File: config.mk
export PLATFORM = sky130hd
export DESIGN_NAME = auto_fan_control_mux
export DESIGN_NICKNAME = d
export VERILOG_FILES = /design/src/rtl/fan_mux_pkg.sv /design/src/rtl/auto_fan_control_mux.sv
export VERILOG_INCLUDE_DIRS = /design/src /design/src/rtl
export SDC_FILE = /design/constraint.sdc
export NUM_CORES = 2
export LEC_CHECK = 0
export ABC_AREA = 1
export BUFFER_PORTS_ARGS = -buffer_cell sky130_fd_sc_hd__buf_2
export CORE_UTILIZATION = 25
export CTS_CLUSTER_SIZE = 24
export DETAILED_ROUTE_END_ITERATION = 16
export GPL_ROUTABILITY_DRIVEN = 0
export MAX_ROUTING_LAYER = met4
export PLACE_DENSITY = 0.35
export SYNTH_ARGS = -nofsm -noshare
export SYNTH_HDL_FRONTEND = slang
export SYNTH_SLANG_ARGS = --single-unit
File: constraint.sdc
create_clock -name CLK -period 25.4 [get_ports CLK]
set_input_delay 3.81 -clock CLK [delete_from_list [all_inputs] [get_ports CLK]]
set_output_delay 3.81 -clock CLK [all_outputs]
set_load 0.005 [all_outputs]
File: src/rtl/fan_mux_regs.svh
// register indices, field positions, reset values and timing counts
`ifndef FAN_MUX_REGS_SVH
`define FAN_MUX_REGS_SVH

// register indices: the byte address is four times the index
`define IDX_DUTY1       8'h30
`define IDX_DUTY2       8'h31
`define IDX_DUTY3       8'h32
`define IDX_CFG1        8'h5c
`define IDX_CFG2        8'h5d
`define IDX_CFG3        8'h5e
`define IDX_SLOPE1      8'h5f
`define IDX_SLOPE2      8'h60
`define IDX_SLOPE3      8'h61
`define IDX_ACOUSTIC    8'h62
`define IDX_FLOOR1      8'h64
`define IDX_FLOOR2      8'h65
`define IDX_FLOOR3      8'h66
`define IDX_TMIN1       8'h67
`define IDX_TMIN2       8'h68
`define IDX_TMIN3       8'h69
`define IDX_HYST_A      8'h6d
`define IDX_HYST_B      8'h6e

// reset values
`define RST_DUTY        8'hff
`define RST_CFG         8'h60
`define RST_SLOPE       8'hc4
`define RST_ACOUSTIC    8'h00
`define RST_FLOOR       8'h80
`define RST_TMIN        8'h5a
`define RST_HYST_A      8'h44
`define RST_HYST_B      8'h40

// field positions
`define FAN_BEHAVIOUR_SELECT_MSB        7
`define FAN_BEHAVIOUR_SELECT_LSB        5
`define INV_BIT         4
`define SLOPE_MSB       7
`define SLOPE_LSB       4
`define KEEP_LSB        5

// duty levels and timing
`define DUTY_FULL       8'hff
`define DUTY_ZERO       8'h00
`define SPIN_EDGES      2'd2
`define PWM_TICK_DIV    16'd100

`endif

File: src/rtl/fan_mux_pkg.sv
// types shared by the fan control mux
package fan_mux_pkg;

    typedef logic [7:0] byte_t;

    typedef enum logic [2:0] {
        FAN_BEHAVIOUR_SELECT_REMOTE1 = 3'b000,
        FAN_BEHAVIOUR_SELECT_LOCAL   = 3'b001,
        FAN_BEHAVIOUR_SELECT_REMOTE2 = 3'b010,
        FAN_BEHAVIOUR_SELECT_FULL    = 3'b011,
        FAN_BEHAVIOUR_SELECT_OFF     = 3'b100,
        FAN_BEHAVIOUR_SELECT_FAST2   = 3'b101,
        FAN_BEHAVIOUR_SELECT_FAST3   = 3'b110,
        FAN_BEHAVIOUR_SELECT_MANUAL  = 3'b111
    } behaviour_e;

    typedef struct packed {
        logic [2:0][7:0] manual;
        logic [2:0][7:0] cfg;
        logic [2:0][7:0] slope;
        logic [2:0][7:0] floor_duty;
        logic [2:0][7:0] tmin;
        logic [7:0]      hyst_a;
        logic [7:0]      hyst_b;
        logic [7:0]      acoustic;
        logic [2:0]      chan_on;
        logic [2:0][7:0] duty;
        logic [2:0]      spin;
        logic [2:0][1:0] edges;
        logic [2:0]      fan_speed_pulse_prev;
        logic [7:0]      pwm_cnt;
        logic [15:0]     div_cnt;
        logic [2:0]      pwm_out;
        logic [31:0]     prdata;
        logic            pslverr;
    } state_s;

endpackage

File: src/rtl/auto_fan_control_mux.sv
// automatic fan control mux: three channels, three fan drive outputs
`include "fan_mux_regs.svh"

////////////////////////////////////////////////////////////////////////////
// Functional notes
// - codes 000/001/010 take duty from remote 1, local or remote 2
// - code 101 drives the larger of local and remote 2 demands
// - code 110 drives the largest of all three channel demands
// - code 011 is full speed and the reset value; 100 disables
// - code 111 makes the duty register writable and drive directly
// - each channel computes its own demand before the maximum is taken
// - each channel has an 8-bit two's complement turn-on temperature
// - at turn-on temperature the fan runs at its floor duty
// - fan stops below turn-on minus hysteresis unless keep-running set
// - a starting fan in an automatic mode runs at full until two speed pulse edges
// - acoustic bits 7..5 keep outputs 3..1 at floor when off
// - each output has an 8-bit floor duty register
// - outputs on one channel share turn-on but use own floor
// - duty rises by 170/slope per degree, reaching 255 at full point
// - slope code sits in bits 7:4 of the slope register, reset 1100
// - per-channel 4-bit off hysteresis, reset 4 degrees
// - duty register reads return the duty actually driven
module auto_fan_control_mux (
    input  wire logic        CLK,
    input  wire logic        SYS_RST,
    input  wire logic        PSEL,
    input  wire logic        PENABLE,
    input  wire logic        PWRITE,
    input  wire logic [11:0] PADDR,
    input  wire logic [31:0] PWDATA,
    output logic      [31:0] PRDATA,
    output logic             PREADY,
    output logic             PSLVERR,
    input  wire fan_mux_pkg::byte_t TEMP_REMOTE1,
    input  wire fan_mux_pkg::byte_t TEMP_LOCAL,
    input  wire fan_mux_pkg::byte_t TEMP_REMOTE2,
    input  wire logic [2:0]  FAN_SPEED_PULSE,
    output logic      [2:0]  FAN_DRIVE_OUTPUT,
    output logic      [23:0] FAN_DUTY
);
    import fan_mux_pkg::*;

    state_s s_q;
    state_s s_d;

    ////////////////////////////////////////////////////////////////////////
    // per-degree duty step times 16 for each slope code; 170/slope is
    // exact in sixteenths for every code, so no rounding drift
    function automatic logic [10:0] slope_rate(input logic [3:0] code);
        logic [10:0] r;
        r = 11'd0;
        unique case (code)
            4'h0: r = 11'd1360;
            4'h1: r = 11'd1088;
            4'h2: r = 11'd816;
            4'h3: r = 11'd680;
            4'h4: r = 11'd544;
            4'h5: r = 11'd408;
            4'h6: r = 11'd340;
            4'h7: r = 11'd272;
            4'h8: r = 11'd204;
            4'h9: r = 11'd170;
            4'ha: r = 11'd136;
            4'hb: r = 11'd102;
            4'hc: r = 11'd85;
            4'hd: r = 11'd68;
            4'he: r = 11'd51;
            4'hf: r = 11'd34;
        endcase
        return r;
    endfunction

    // signed distance of temperature above turn-on point
    function automatic logic signed [9:0] temp_delta(input byte_t t,
                                                     input byte_t tmin);
        return 10'(signed'(t)) - 10'(signed'(tmin));
    endfunction

    function automatic byte_t ramp_duty(input logic signed [9:0] delta,
                                        input byte_t floor_duty,
                                        input logic [3:0] code);
        logic [19:0] prod;
        logic [16:0] sum;
        byte_t       res;
        prod = 20'd0;
        sum  = 17'd0;
        res  = floor_duty;
        if (delta > 10'sd0) begin
            prod = 20'(delta[8:0]) * 20'(slope_rate(code));
            sum  = 17'(floor_duty) + 17'(prod[19:4]);
            res  = (sum > 17'(`DUTY_FULL)) ? `DUTY_FULL : sum[7:0];
        end
        return res;
    endfunction

    function automatic byte_t max2(input byte_t a, input byte_t b);
        return (a > b) ? a : b;
    endfunction

    ////////////////////////////////////////////////////////////////////////
    byte_t             temp     [3];
    logic        [3:0] hyst     [3];
    logic signed [9:0] delta    [3];
    logic        [2:0] on_now;
    byte_t             demand   [3][3];
    byte_t             auto_d   [3];
    logic        [2:0] is_auto;
    logic        [2:0] fan_speed_pulse_rise;
    logic        [7:0] idx;
    logic              mapped;
    logic              addr_ok;
    logic        [31:0] rdata;
    behaviour_e        fan_behaviour_select     [3];

    always_comb begin
        s_d = s_q;
        temp[0] = TEMP_REMOTE1;
        temp[1] = TEMP_LOCAL;
        temp[2] = TEMP_REMOTE2;
        hyst[0] = s_q.hyst_a[7:4];
        hyst[1] = s_q.hyst_a[3:0];
        hyst[2] = s_q.hyst_b[7:4];

        // channel on/off with hysteresis, one flag per channel
        for (int c = 0; c < 3; c++) begin
            delta[c]  = temp_delta(temp[c], s_q.tmin[c]);
            on_now[c] = s_q.chan_on[c];
            if (delta[c] > 10'sd0) begin
                on_now[c] = 1'b1;
            end else if (delta[c] < -10'(signed'({1'b0, hyst[c]}))) begin
                on_now[c] = 1'b0;
            end
        end
        s_d.chan_on = on_now;

        // each output computes a demand from every channel separately
        for (int o = 0; o < 3; o++) begin
            for (int c = 0; c < 3; c++) begin
                if (on_now[c]) begin
                    demand[o][c] = ramp_duty(delta[c], s_q.floor_duty[o],
                        s_q.slope[c][`SLOPE_MSB:`SLOPE_LSB]);
                end else if (s_q.acoustic[`KEEP_LSB + o]) begin
                    demand[o][c] = s_q.floor_duty[o];
                end else begin
                    demand[o][c] = `DUTY_ZERO;
                end
            end
        end

        for (int o = 0; o < 3; o++) begin
            fan_behaviour_select[o]    = behaviour_e'(s_q.cfg[o][`FAN_BEHAVIOUR_SELECT_MSB:`FAN_BEHAVIOUR_SELECT_LSB]);
            auto_d[o]  = `DUTY_ZERO;
            is_auto[o] = 1'b1;
            unique case (fan_behaviour_select[o])
                FAN_BEHAVIOUR_SELECT_REMOTE1: auto_d[o] = demand[o][0];
                FAN_BEHAVIOUR_SELECT_LOCAL:   auto_d[o] = demand[o][1];
                FAN_BEHAVIOUR_SELECT_REMOTE2: auto_d[o] = demand[o][2];
                FAN_BEHAVIOUR_SELECT_FAST2:   auto_d[o] = max2(demand[o][1],
                                               demand[o][2]);
                FAN_BEHAVIOUR_SELECT_FAST3:   auto_d[o] = max2(max2(demand[o][0],
                                  demand[o][1]), demand[o][2]);
                FAN_BEHAVIOUR_SELECT_FULL: begin
                    auto_d[o]  = `DUTY_FULL;
                    is_auto[o] = 1'b0;
                end
                FAN_BEHAVIOUR_SELECT_OFF: begin
                    auto_d[o]  = `DUTY_ZERO;
                    is_auto[o] = 1'b0;
                end
                FAN_BEHAVIOUR_SELECT_MANUAL: begin
                    auto_d[o]  = s_q.manual[o];
                    is_auto[o] = 1'b0;
                end
            endcase
        end

        // spin-up of a stopped fan in automatic modes: full drive until two speed edges
        fan_speed_pulse_rise = FAN_SPEED_PULSE & ~s_q.fan_speed_pulse_prev;
        s_d.fan_speed_pulse_prev = FAN_SPEED_PULSE;
        for (int o = 0; o < 3; o++) begin
            s_d.duty[o] = auto_d[o];
            if (!is_auto[o] || auto_d[o] == `DUTY_ZERO) begin
                s_d.spin[o]  = 1'b0;
                s_d.edges[o] = 2'd0;
            end else if (s_q.spin[o]) begin
                s_d.duty[o] = `DUTY_FULL;
                if (fan_speed_pulse_rise[o]) begin
                    s_d.edges[o] = s_q.edges[o] + 2'd1;
                    if (s_q.edges[o] + 2'd1 == `SPIN_EDGES) begin
                        s_d.spin[o]  = 1'b0;
                        s_d.edges[o] = 2'd0;
                        s_d.duty[o]  = auto_d[o];
                    end
                end
            end else if (s_q.duty[o] == `DUTY_ZERO) begin
                s_d.spin[o]  = 1'b1;
                s_d.edges[o] = 2'd0;
                s_d.duty[o]  = `DUTY_FULL;
            end
        end

        // pwm waveform, advanced by a divided tick
        if (s_q.div_cnt == `PWM_TICK_DIV - 16'd1) begin
            s_d.div_cnt = 16'd0;
            s_d.pwm_cnt = s_q.pwm_cnt + 8'd1;
        end else begin
            s_d.div_cnt = s_q.div_cnt + 16'd1;
        end
        for (int o = 0; o < 3; o++) begin
            s_d.pwm_out[o] = ((s_q.pwm_cnt < s_q.duty[o]) ||
                              (s_q.duty[o] == `DUTY_FULL))
                             ^ s_q.cfg[o][`INV_BIT];
        end

        ////////////////////////////////////////////////////////////////////
        // register access: decode in setup phase, write in access phase
        idx     = PADDR[9:2];
        addr_ok = (PADDR[1:0] == 2'b00) && (PADDR[11:10] == 2'b00);
        mapped  = 1'b1;
        rdata   = 32'h0000_0000;
        unique case (idx)
            `IDX_DUTY1:    rdata[7:0] = s_q.duty[0];
            `IDX_DUTY2:    rdata[7:0] = s_q.duty[1];
            `IDX_DUTY3:    rdata[7:0] = s_q.duty[2];
            `IDX_CFG1:     rdata[7:0] = s_q.cfg[0];
            `IDX_CFG2:     rdata[7:0] = s_q.cfg[1];
            `IDX_CFG3:     rdata[7:0] = s_q.cfg[2];
            `IDX_SLOPE1:   rdata[7:0] = s_q.slope[0];
            `IDX_SLOPE2:   rdata[7:0] = s_q.slope[1];
            `IDX_SLOPE3:   rdata[7:0] = s_q.slope[2];
            `IDX_ACOUSTIC: rdata[7:0] = s_q.acoustic;
            `IDX_FLOOR1:   rdata[7:0] = s_q.floor_duty[0];
            `IDX_FLOOR2:   rdata[7:0] = s_q.floor_duty[1];
            `IDX_FLOOR3:   rdata[7:0] = s_q.floor_duty[2];
            `IDX_TMIN1:    rdata[7:0] = s_q.tmin[0];
            `IDX_TMIN2:    rdata[7:0] = s_q.tmin[1];
            `IDX_TMIN3:    rdata[7:0] = s_q.tmin[2];
            `IDX_HYST_A:   rdata[7:0] = s_q.hyst_a;
            `IDX_HYST_B:   rdata[7:0] = s_q.hyst_b;
            default:       mapped = 1'b0;
        endcase
        mapped = mapped && addr_ok;

        if (PSEL && !PENABLE) begin
            s_d.prdata  = (mapped && !PWRITE) ? rdata : 32'h0000_0000;
            s_d.pslverr = !mapped;
        end

        if (PSEL && PENABLE && PWRITE && mapped) begin
            unique case (idx)
                `IDX_DUTY1, `IDX_DUTY2, `IDX_DUTY3: begin
                    // writes land only while the output is in manual
                    for (int o = 0; o < 3; o++) begin
                        if (idx == `IDX_DUTY1 + 8'(o) &&
                            fan_behaviour_select[o] == FAN_BEHAVIOUR_SELECT_MANUAL) begin
                            s_d.manual[o] = PWDATA[7:0];
                        end
                    end
                end
                `IDX_CFG1:     s_d.cfg[0] = PWDATA[7:0];
                `IDX_CFG2:     s_d.cfg[1] = PWDATA[7:0];
                `IDX_CFG3:     s_d.cfg[2] = PWDATA[7:0];
                `IDX_SLOPE1:   s_d.slope[0] = PWDATA[7:0];
                `IDX_SLOPE2:   s_d.slope[1] = PWDATA[7:0];
                `IDX_SLOPE3:   s_d.slope[2] = PWDATA[7:0];
                `IDX_ACOUSTIC: s_d.acoustic = PWDATA[7:0];
                `IDX_FLOOR1:   s_d.floor_duty[0] = PWDATA[7:0];
                `IDX_FLOOR2:   s_d.floor_duty[1] = PWDATA[7:0];
                `IDX_FLOOR3:   s_d.floor_duty[2] = PWDATA[7:0];
                `IDX_TMIN1:    s_d.tmin[0] = PWDATA[7:0];
                `IDX_TMIN2:    s_d.tmin[1] = PWDATA[7:0];
                `IDX_TMIN3:    s_d.tmin[2] = PWDATA[7:0];
                `IDX_HYST_A:   s_d.hyst_a = PWDATA[7:0];
                `IDX_HYST_B:   s_d.hyst_b = PWDATA[7:0];
                default: ;
            endcase
        end
    end

    ////////////////////////////////////////////////////////////////////////
    always_ff @(posedge CLK) begin
        if (SYS_RST) begin
            s_q            <= '0;
            s_q.manual     <= {3{`RST_DUTY}};
            s_q.cfg        <= {3{`RST_CFG}};
            s_q.slope      <= {3{`RST_SLOPE}};
            s_q.floor_duty <= {3{`RST_FLOOR}};
            s_q.tmin       <= {3{`RST_TMIN}};
            s_q.hyst_a     <= `RST_HYST_A;
            s_q.hyst_b     <= `RST_HYST_B;
            s_q.acoustic   <= `RST_ACOUSTIC;
            s_q.duty       <= {3{`RST_DUTY}};
        end else begin
            s_q <= s_d;
        end
    end

    assign PREADY           = 1'b1;
    assign PRDATA           = s_q.prdata;
    assign PSLVERR          = s_q.pslverr && PSEL && PENABLE;
    assign FAN_DRIVE_OUTPUT = s_q.pwm_out;
    assign FAN_DUTY         = s_q.duty;

endmodule // auto_fan_control_mux

======== Yosys cells after proc, flatten, opt, wreduce, memory -nomap -nowiden ========
Memories as Yosys holds them, arrays and structs flattened. A register that Yosys moved wholly into a read port is not among the register bits.
Cells that the tools add are included.
word-level totals
  memories ................................ 9
  logic and storage cells ................. 344
  bits in registers ....................... 243
  ROM bits ................................ 1584
memories
  memory           depth  width  rd ports  clocked after Yosys merged registers in  wr ports  RTL line                    source
  (no name shown)  16     11     1         1                                        0         auto_fan_control_mux.sv:52  unique case (code)
  (no name shown)  16     11     1         1                                        0         auto_fan_control_mux.sv:52
  (no name shown)  16     11     1         1                                        0         auto_fan_control_mux.sv:52
  (no name shown)  16     11     1         1                                        0         auto_fan_control_mux.sv:52
  (no name shown)  16     11     1         1                                        0         auto_fan_control_mux.sv:52
  (no name shown)  16     11     1         1                                        0         auto_fan_control_mux.sv:52
  +3 memories      -      -      -         -                                        -         -
operators by class
  bitwise operators ....................... 5
  reductions and logical operators ........ 65
  eq/ne operators ......................... 49
  multiplexer cells ....................... 126
  $lt $le $gt $ge ......................... 27
  add/subtract/negate cells ............... 20
  $mul .................................... 9
operator list
  kind                   number
  $mux W8                55
  $mux W11               18
  $pmux W8 S8            3
  $mul A9 B11 Y20        9
  $add A8 B16 Y17        9
  $gt A17 B8 Y1 const B  9
  $pmux W8 S18           1
  $eq A8 B7 Y1 const B   15
  $gt A8 B8 Y1           9
  $mux W4                18
  $logic_not A8 Y1       6
  $eq A3 B3 Y1 const B   12
  $reduce_and A2 Y1      18
  $lt A9 B10 Y1          3
  $neg A4 Y10            3
  $gt A9 B1 Y1 const B   3
  $sub A8 B8 Y9          3
  $eq A8 B6 Y1 const B   3
  $eq A8 B8 Y1 const B   3
  $lt A8 B8 Y1           3
  $mux W2                12
  $mux W1                19
  $eq A3 B2 Y1 const B   6
  $reduce_or A18 Y1      1
  19 further kinds       60

======== Longest topological paths before layout ========
  depth in word-level cells ............... 20
  depth in mapped cells ................... 75
  depth with buffers taken out ............ 74

======== Worst setup path after synthesis ========
No wires, ideal clock.
  kind .................................... input to register
  start point ............................. input port TEMP_REMOTE1[0]
  end point ............................... register s_q, in the netlist FAN_DUTY[10]
  library setup time ...................... 134 ps
  path buffers ............................ 2
  setup slack ............................. 12091 ps
  cell stages on the path ................. 67
  data arrival time ....................... 13175 ps
  cells stage by stage .................... inv_1 -> ha_1 -> inv_1 -> fa_1 -> nand2_1 -> inv_1 -> o21ai_1 -> nand2_1 -> nand2_1 -> nand2_1 -> nand2_1 -> nand2_1 -> nand2_1 -> nand2_2 -> nor2_1 -> fa_1 -> fa_1 -> fa_1 -> [... 31 more ...] -> nand2_1 -> and2_1 -> ha_1 -> inv_1 -> a21oi_1 -> o21ai_0 -> nand2_1 -> a32oi_1 -> clkbuf_1 -> nand3_1 -> nand2_1 -> nand2_1 -> nand2_1 -> nand2_1 -> nor2_1 -> nand2_2 -> nand3_4 -> nand3_1
between the ends
  longest elaborated chain between the ends .. 16
ends and longest elaborated chain
  item               RTL line                     source
  from (decl)        auto_fan_control_mux.sv:34   input wire fan_mux_pkg::byte_t TEMP_REMOTE1,
  $sub A8 B8 Y9 (*)  auto_fan_control_mux.sv:76   return 10'(signed'(t)) - 10'(signed'(tmin));
  $mul A9 B11 Y20    auto_fan_control_mux.sv:89   prod = 20'(delta[8:0]) * 20'(slope_rate(code));
  $add A8 B16 Y17    auto_fan_control_mux.sv:90   sum = 17'(floor_duty) + 17'(prod[19:4]);
  $gt A17 B8 Y1      auto_fan_control_mux.sv:91   res = (sum > 17'(`DUTY_FULL)) ? `DUTY_FULL : sum[7:0];
  $mux W8            auto_fan_control_mux.sv:91
  $mux W8            auto_fan_control_mux.sv:88   if (delta > 10'sd0) begin
  $mux W8 (*)        auto_fan_control_mux.sv:139  if (on_now[c]) begin
  $gt A8 B8 Y1       auto_fan_control_mux.sv:97   return (a > b) ? a : b;
  $mux W8            auto_fan_control_mux.sv:97
  $gt A8 B8 Y1       auto_fan_control_mux.sv:97
  $mux W8            auto_fan_control_mux.sv:97
  $pmux W8 S8 (*)    auto_fan_control_mux.sv:154  unique case (fan_behaviour_select[o])
  $mux W8            auto_fan_control_mux.sv:189  if (s_q.edges[o] + 2'd1 == `SPIN_EDGES) begin
  $mux W8            auto_fan_control_mux.sv:187  if (fan_speed_pulse_rise[o]) begin
  $mux W8            auto_fan_control_mux.sv:185  end else if (s_q.spin[o]) begin
  $mux W8 (*)        auto_fan_control_mux.sv:182  if (!is_auto[o] || auto_d[o] == `DUTY_ZERO) begin
  to (decl)          auto_fan_control_mux.sv:43   state_s s_q;
Mark *: on every way between the ends. The rest lies on a longest branch, timed or not.
A chain may end at the register's enable or synchronous reset.

======== Worst setup path in the final report ========
  start point ............................. input port TEMP_REMOTE1[5]
  end point ............................... register s_q, in the netlist FAN_DUTY[21]
The elaborated chain is that of the path after synthesis.

==> impl_metrics.json <==
{
  "die_area_um2": 133000,
  "start_kind": "primary input",
  "grt_pass1_vias": 31400,
  "cts-root-buf": "clkbuf_16",
  "p_leak_nw": 18.3,
  "vias": 32100,
  "drcViolationCount": 0,
  "num_rows": 132,
  "worstSetupPathType": "primary input to flop",
  "rrSetupSlack_ps": 12350,
  "grt_pass1_wl_mm": 210,
  "cts_num_sinks": 249,
  "required_ps": 25810,
  "die_height_um": 365,
  "worstSetupEndpointType": "flop",
  "yosysWarningCount": 0,
  "post_drt_wl_per_cell_um": 20.8,
  "antenna_left": 0,
  "tns_ps": 0,
  "finalPower_mw": 3.64,
  "area_growth_pct": 10.1,
  "hold_viol": 0,
  "dpl.hpwl_mm": 117,
  "fin_crit_sh_pct": 62.5,
  "synth-seq-cells": 249,
  "nFillCells": 14900,
  "gr-total-overflow": 0,
  "post_cts_resize_count": 0,
  "hold_class": "flop to flop",
  "grt_max_degree": 65,
  "h-tree-depth": 2,
  "start_util_pct": 25.3,
  "ioPinCount": 137,
  "clk_latency_ps": 560,
  "postPlaceCellArea_um2": 35100,
  "clk_pin_slew_ps": 60,
  "dr.pass1.iters": 5,
  "grt_setup_unrepaired": "false",
  "synth_area_um2": 32900,
  "yosysUniqueCellTypes": 64,
  "cts_tree": "yes",
  "skew_ps": 16.8,
  "portBuffers": 87,
  "nNetsFinal": 5662,
  "drv_slew": 0,
  "peakVddDrop_mv": 0.0579,
  "routed_wirelength_mm": 142,
  "max_stage_delay_ps": 750,
  "fin_area_um2": 36300,
  "fmax_ghz": 0.0630,
  "grt_antenna_before_repair": 5,
  "crit_slowest_cell": "a21boi_0",
  "holdBufCountCts": 0,
  "crit_top_cell": "nand2_1",
  "first_iter_violations": 1941,
  "maxCapViolCount": 0,
  "crit_arrival_ps": 16290,
  "slew_headroom_pct": 22.5,
  "coreArea_um2": 130000,
  "max_slew.worst_pin.slew_ps": 1150,
  "cts_setup_buffers": 0,
  "grt_usage_pct": 21.9,
  "syn_area_per_cell_um2": 6.60,
  "cts.path.max_buffers": 3,
  "fin_crit_ps": 15880,
  "detail_route.vias_per_cell": 4.72,
  "die_w_um": 365,
  "final_core_util_pct": 27.9,
  "cts_buffers": 34,
  "run_status": "complete, no violations",
  "powerDensity_nw_per_um2": 100,
  "setup_viol": 0,
  "ys_seq_area_share_pct": 15.1,
  "drive_gt1_share_pct": 6.78,
  "synth_cells": 4994,
  "critPathMaxFanout": 9
}
[synth_stat cells, drive strengths merged]
library cell	instances	area (um2)
a21o	7	52.6
xnor2	24	210
clkbuf	60	225
o221ai	4	35.0
xor2	74	648
o22ai	40	250
a31oi	14	87.6
clkinv	9	33.8
nor3b	5	37.5
o21ai	259	1310
dfxtp	249	4980
nand3b	10	78.8
ha	344	4300
o211ai	52	390
inv	874	3280
a21oi	340	1780
a2111oi	1	8.76
a21boi	33	248
fa	204	4080
a211oi	11	82.6
o2111ai	3	26.3
a32oi	1	8.76
a221oi	15	131
nor4	26	196
or4	2	15.0
nand2	1204	4690
o21bai	6	45.0
or2	26	163
and2	9	56.3
nor2	498	2000
o21a	4	30.0
and3	2	12.5
nor3	78	390
nand3	319	1690
o311ai	2	17.5
nand4	85	584
o211a	3	30.0
a22oi	3	46.3
buf	81	588
conb	2	7.51
o31ai	11	82.6
[cell families (layout without fill, tap and decap cells)]
kind of cell	count (synthesis)	count (layout)	share of synthesized area, %
flip-flops	249	249	15.1
other	2	30	0.0228
adder cells (fa/ha/maj)	548	548	25.5
XOR/XNOR	98	98	2.61
AO/OA/AOI/OAI	809	809	14.2
AND/OR/NAND/NOR	2264	2264	30.1
buffers and inverters	1024	1068	12.5
[final timing paths]
kind,from,to,cells past startpoint
worst min-delay path,s_q[64],s_q[64],2
worst max-delay path,TEMP_REMOTE1[5],FAN_DUTY[21],55
worst max register to register,s_q[128],FAN_DUTY[21],55
worst min register to register,s_q[64],s_q[64],2
[stage by stage]
stage	worst slack [ps]	instances	hold WS (ps)
floorplan	12090	5017	418
global placement	8910	6744	436
detailed placement	8800	6744	438
CTS	9380	6803	447
global route	8360	6807	466
finish	9520	6808	447
[worst max-delay path: cells and delay by family]
kind / cells / cell delay [ps]
buf+inv: 9 / 1340
simple gates: 26 / 3750
compound gates: 9 / 2740
xor+xnor: 2 / 1100
fa+ha+maj: 9 / 3500
[final cells by class]
| class | count | area (um2) | share of cell area (%) |
|---|---|---|---|
| repair buffers | 126 | 728 | 2.01 |
| clock buffers | 41 | 937 | 2.58 |
| well taps | 1742 | 2180 | 6.01 |
| flip-flops and latches | 249 | 4980 | 13.7 |
| multi-input cells | 3744 | 23900 | 66.0 |
| inverters | 883 | 3320 | 9.15 |
| diodes | 5 | 12.5 | 0.0345 |
| clock inverters | 18 | 183 | 0.504 |
[cells in the final DEF, fill, tap and decap left out, types with 87 or more instances in the layout]
cell	Yosys	final
nand2_1	1159	1159
inv_1	869	868
nor2_1	458	458
ha_1	344	344
a21oi_1	322	322
nand3_1	307	307
dfxtp_1	249	249
o21ai_0	247	247
fa_1	204	204
buf_2	8	87
[power by group]
part	internal, mW	switching [mW]
Sequential	0.392	0.000547
Combinational	0.837	1.91
Clock	0.286	0.211
[routing by layer]
layer | global-route usage [%] | part of all wire, % | vias up
met3 | 1.44 | 3.1 | 108
met4 | 4.43 | 2.1 | 0
met2 | 36.5 | 47 | 623
met1 | 29.0 | 48 | 15200
met5 | - | 0 | -
li1 | - | - | 16200
(Power assumes the default switching activity.)
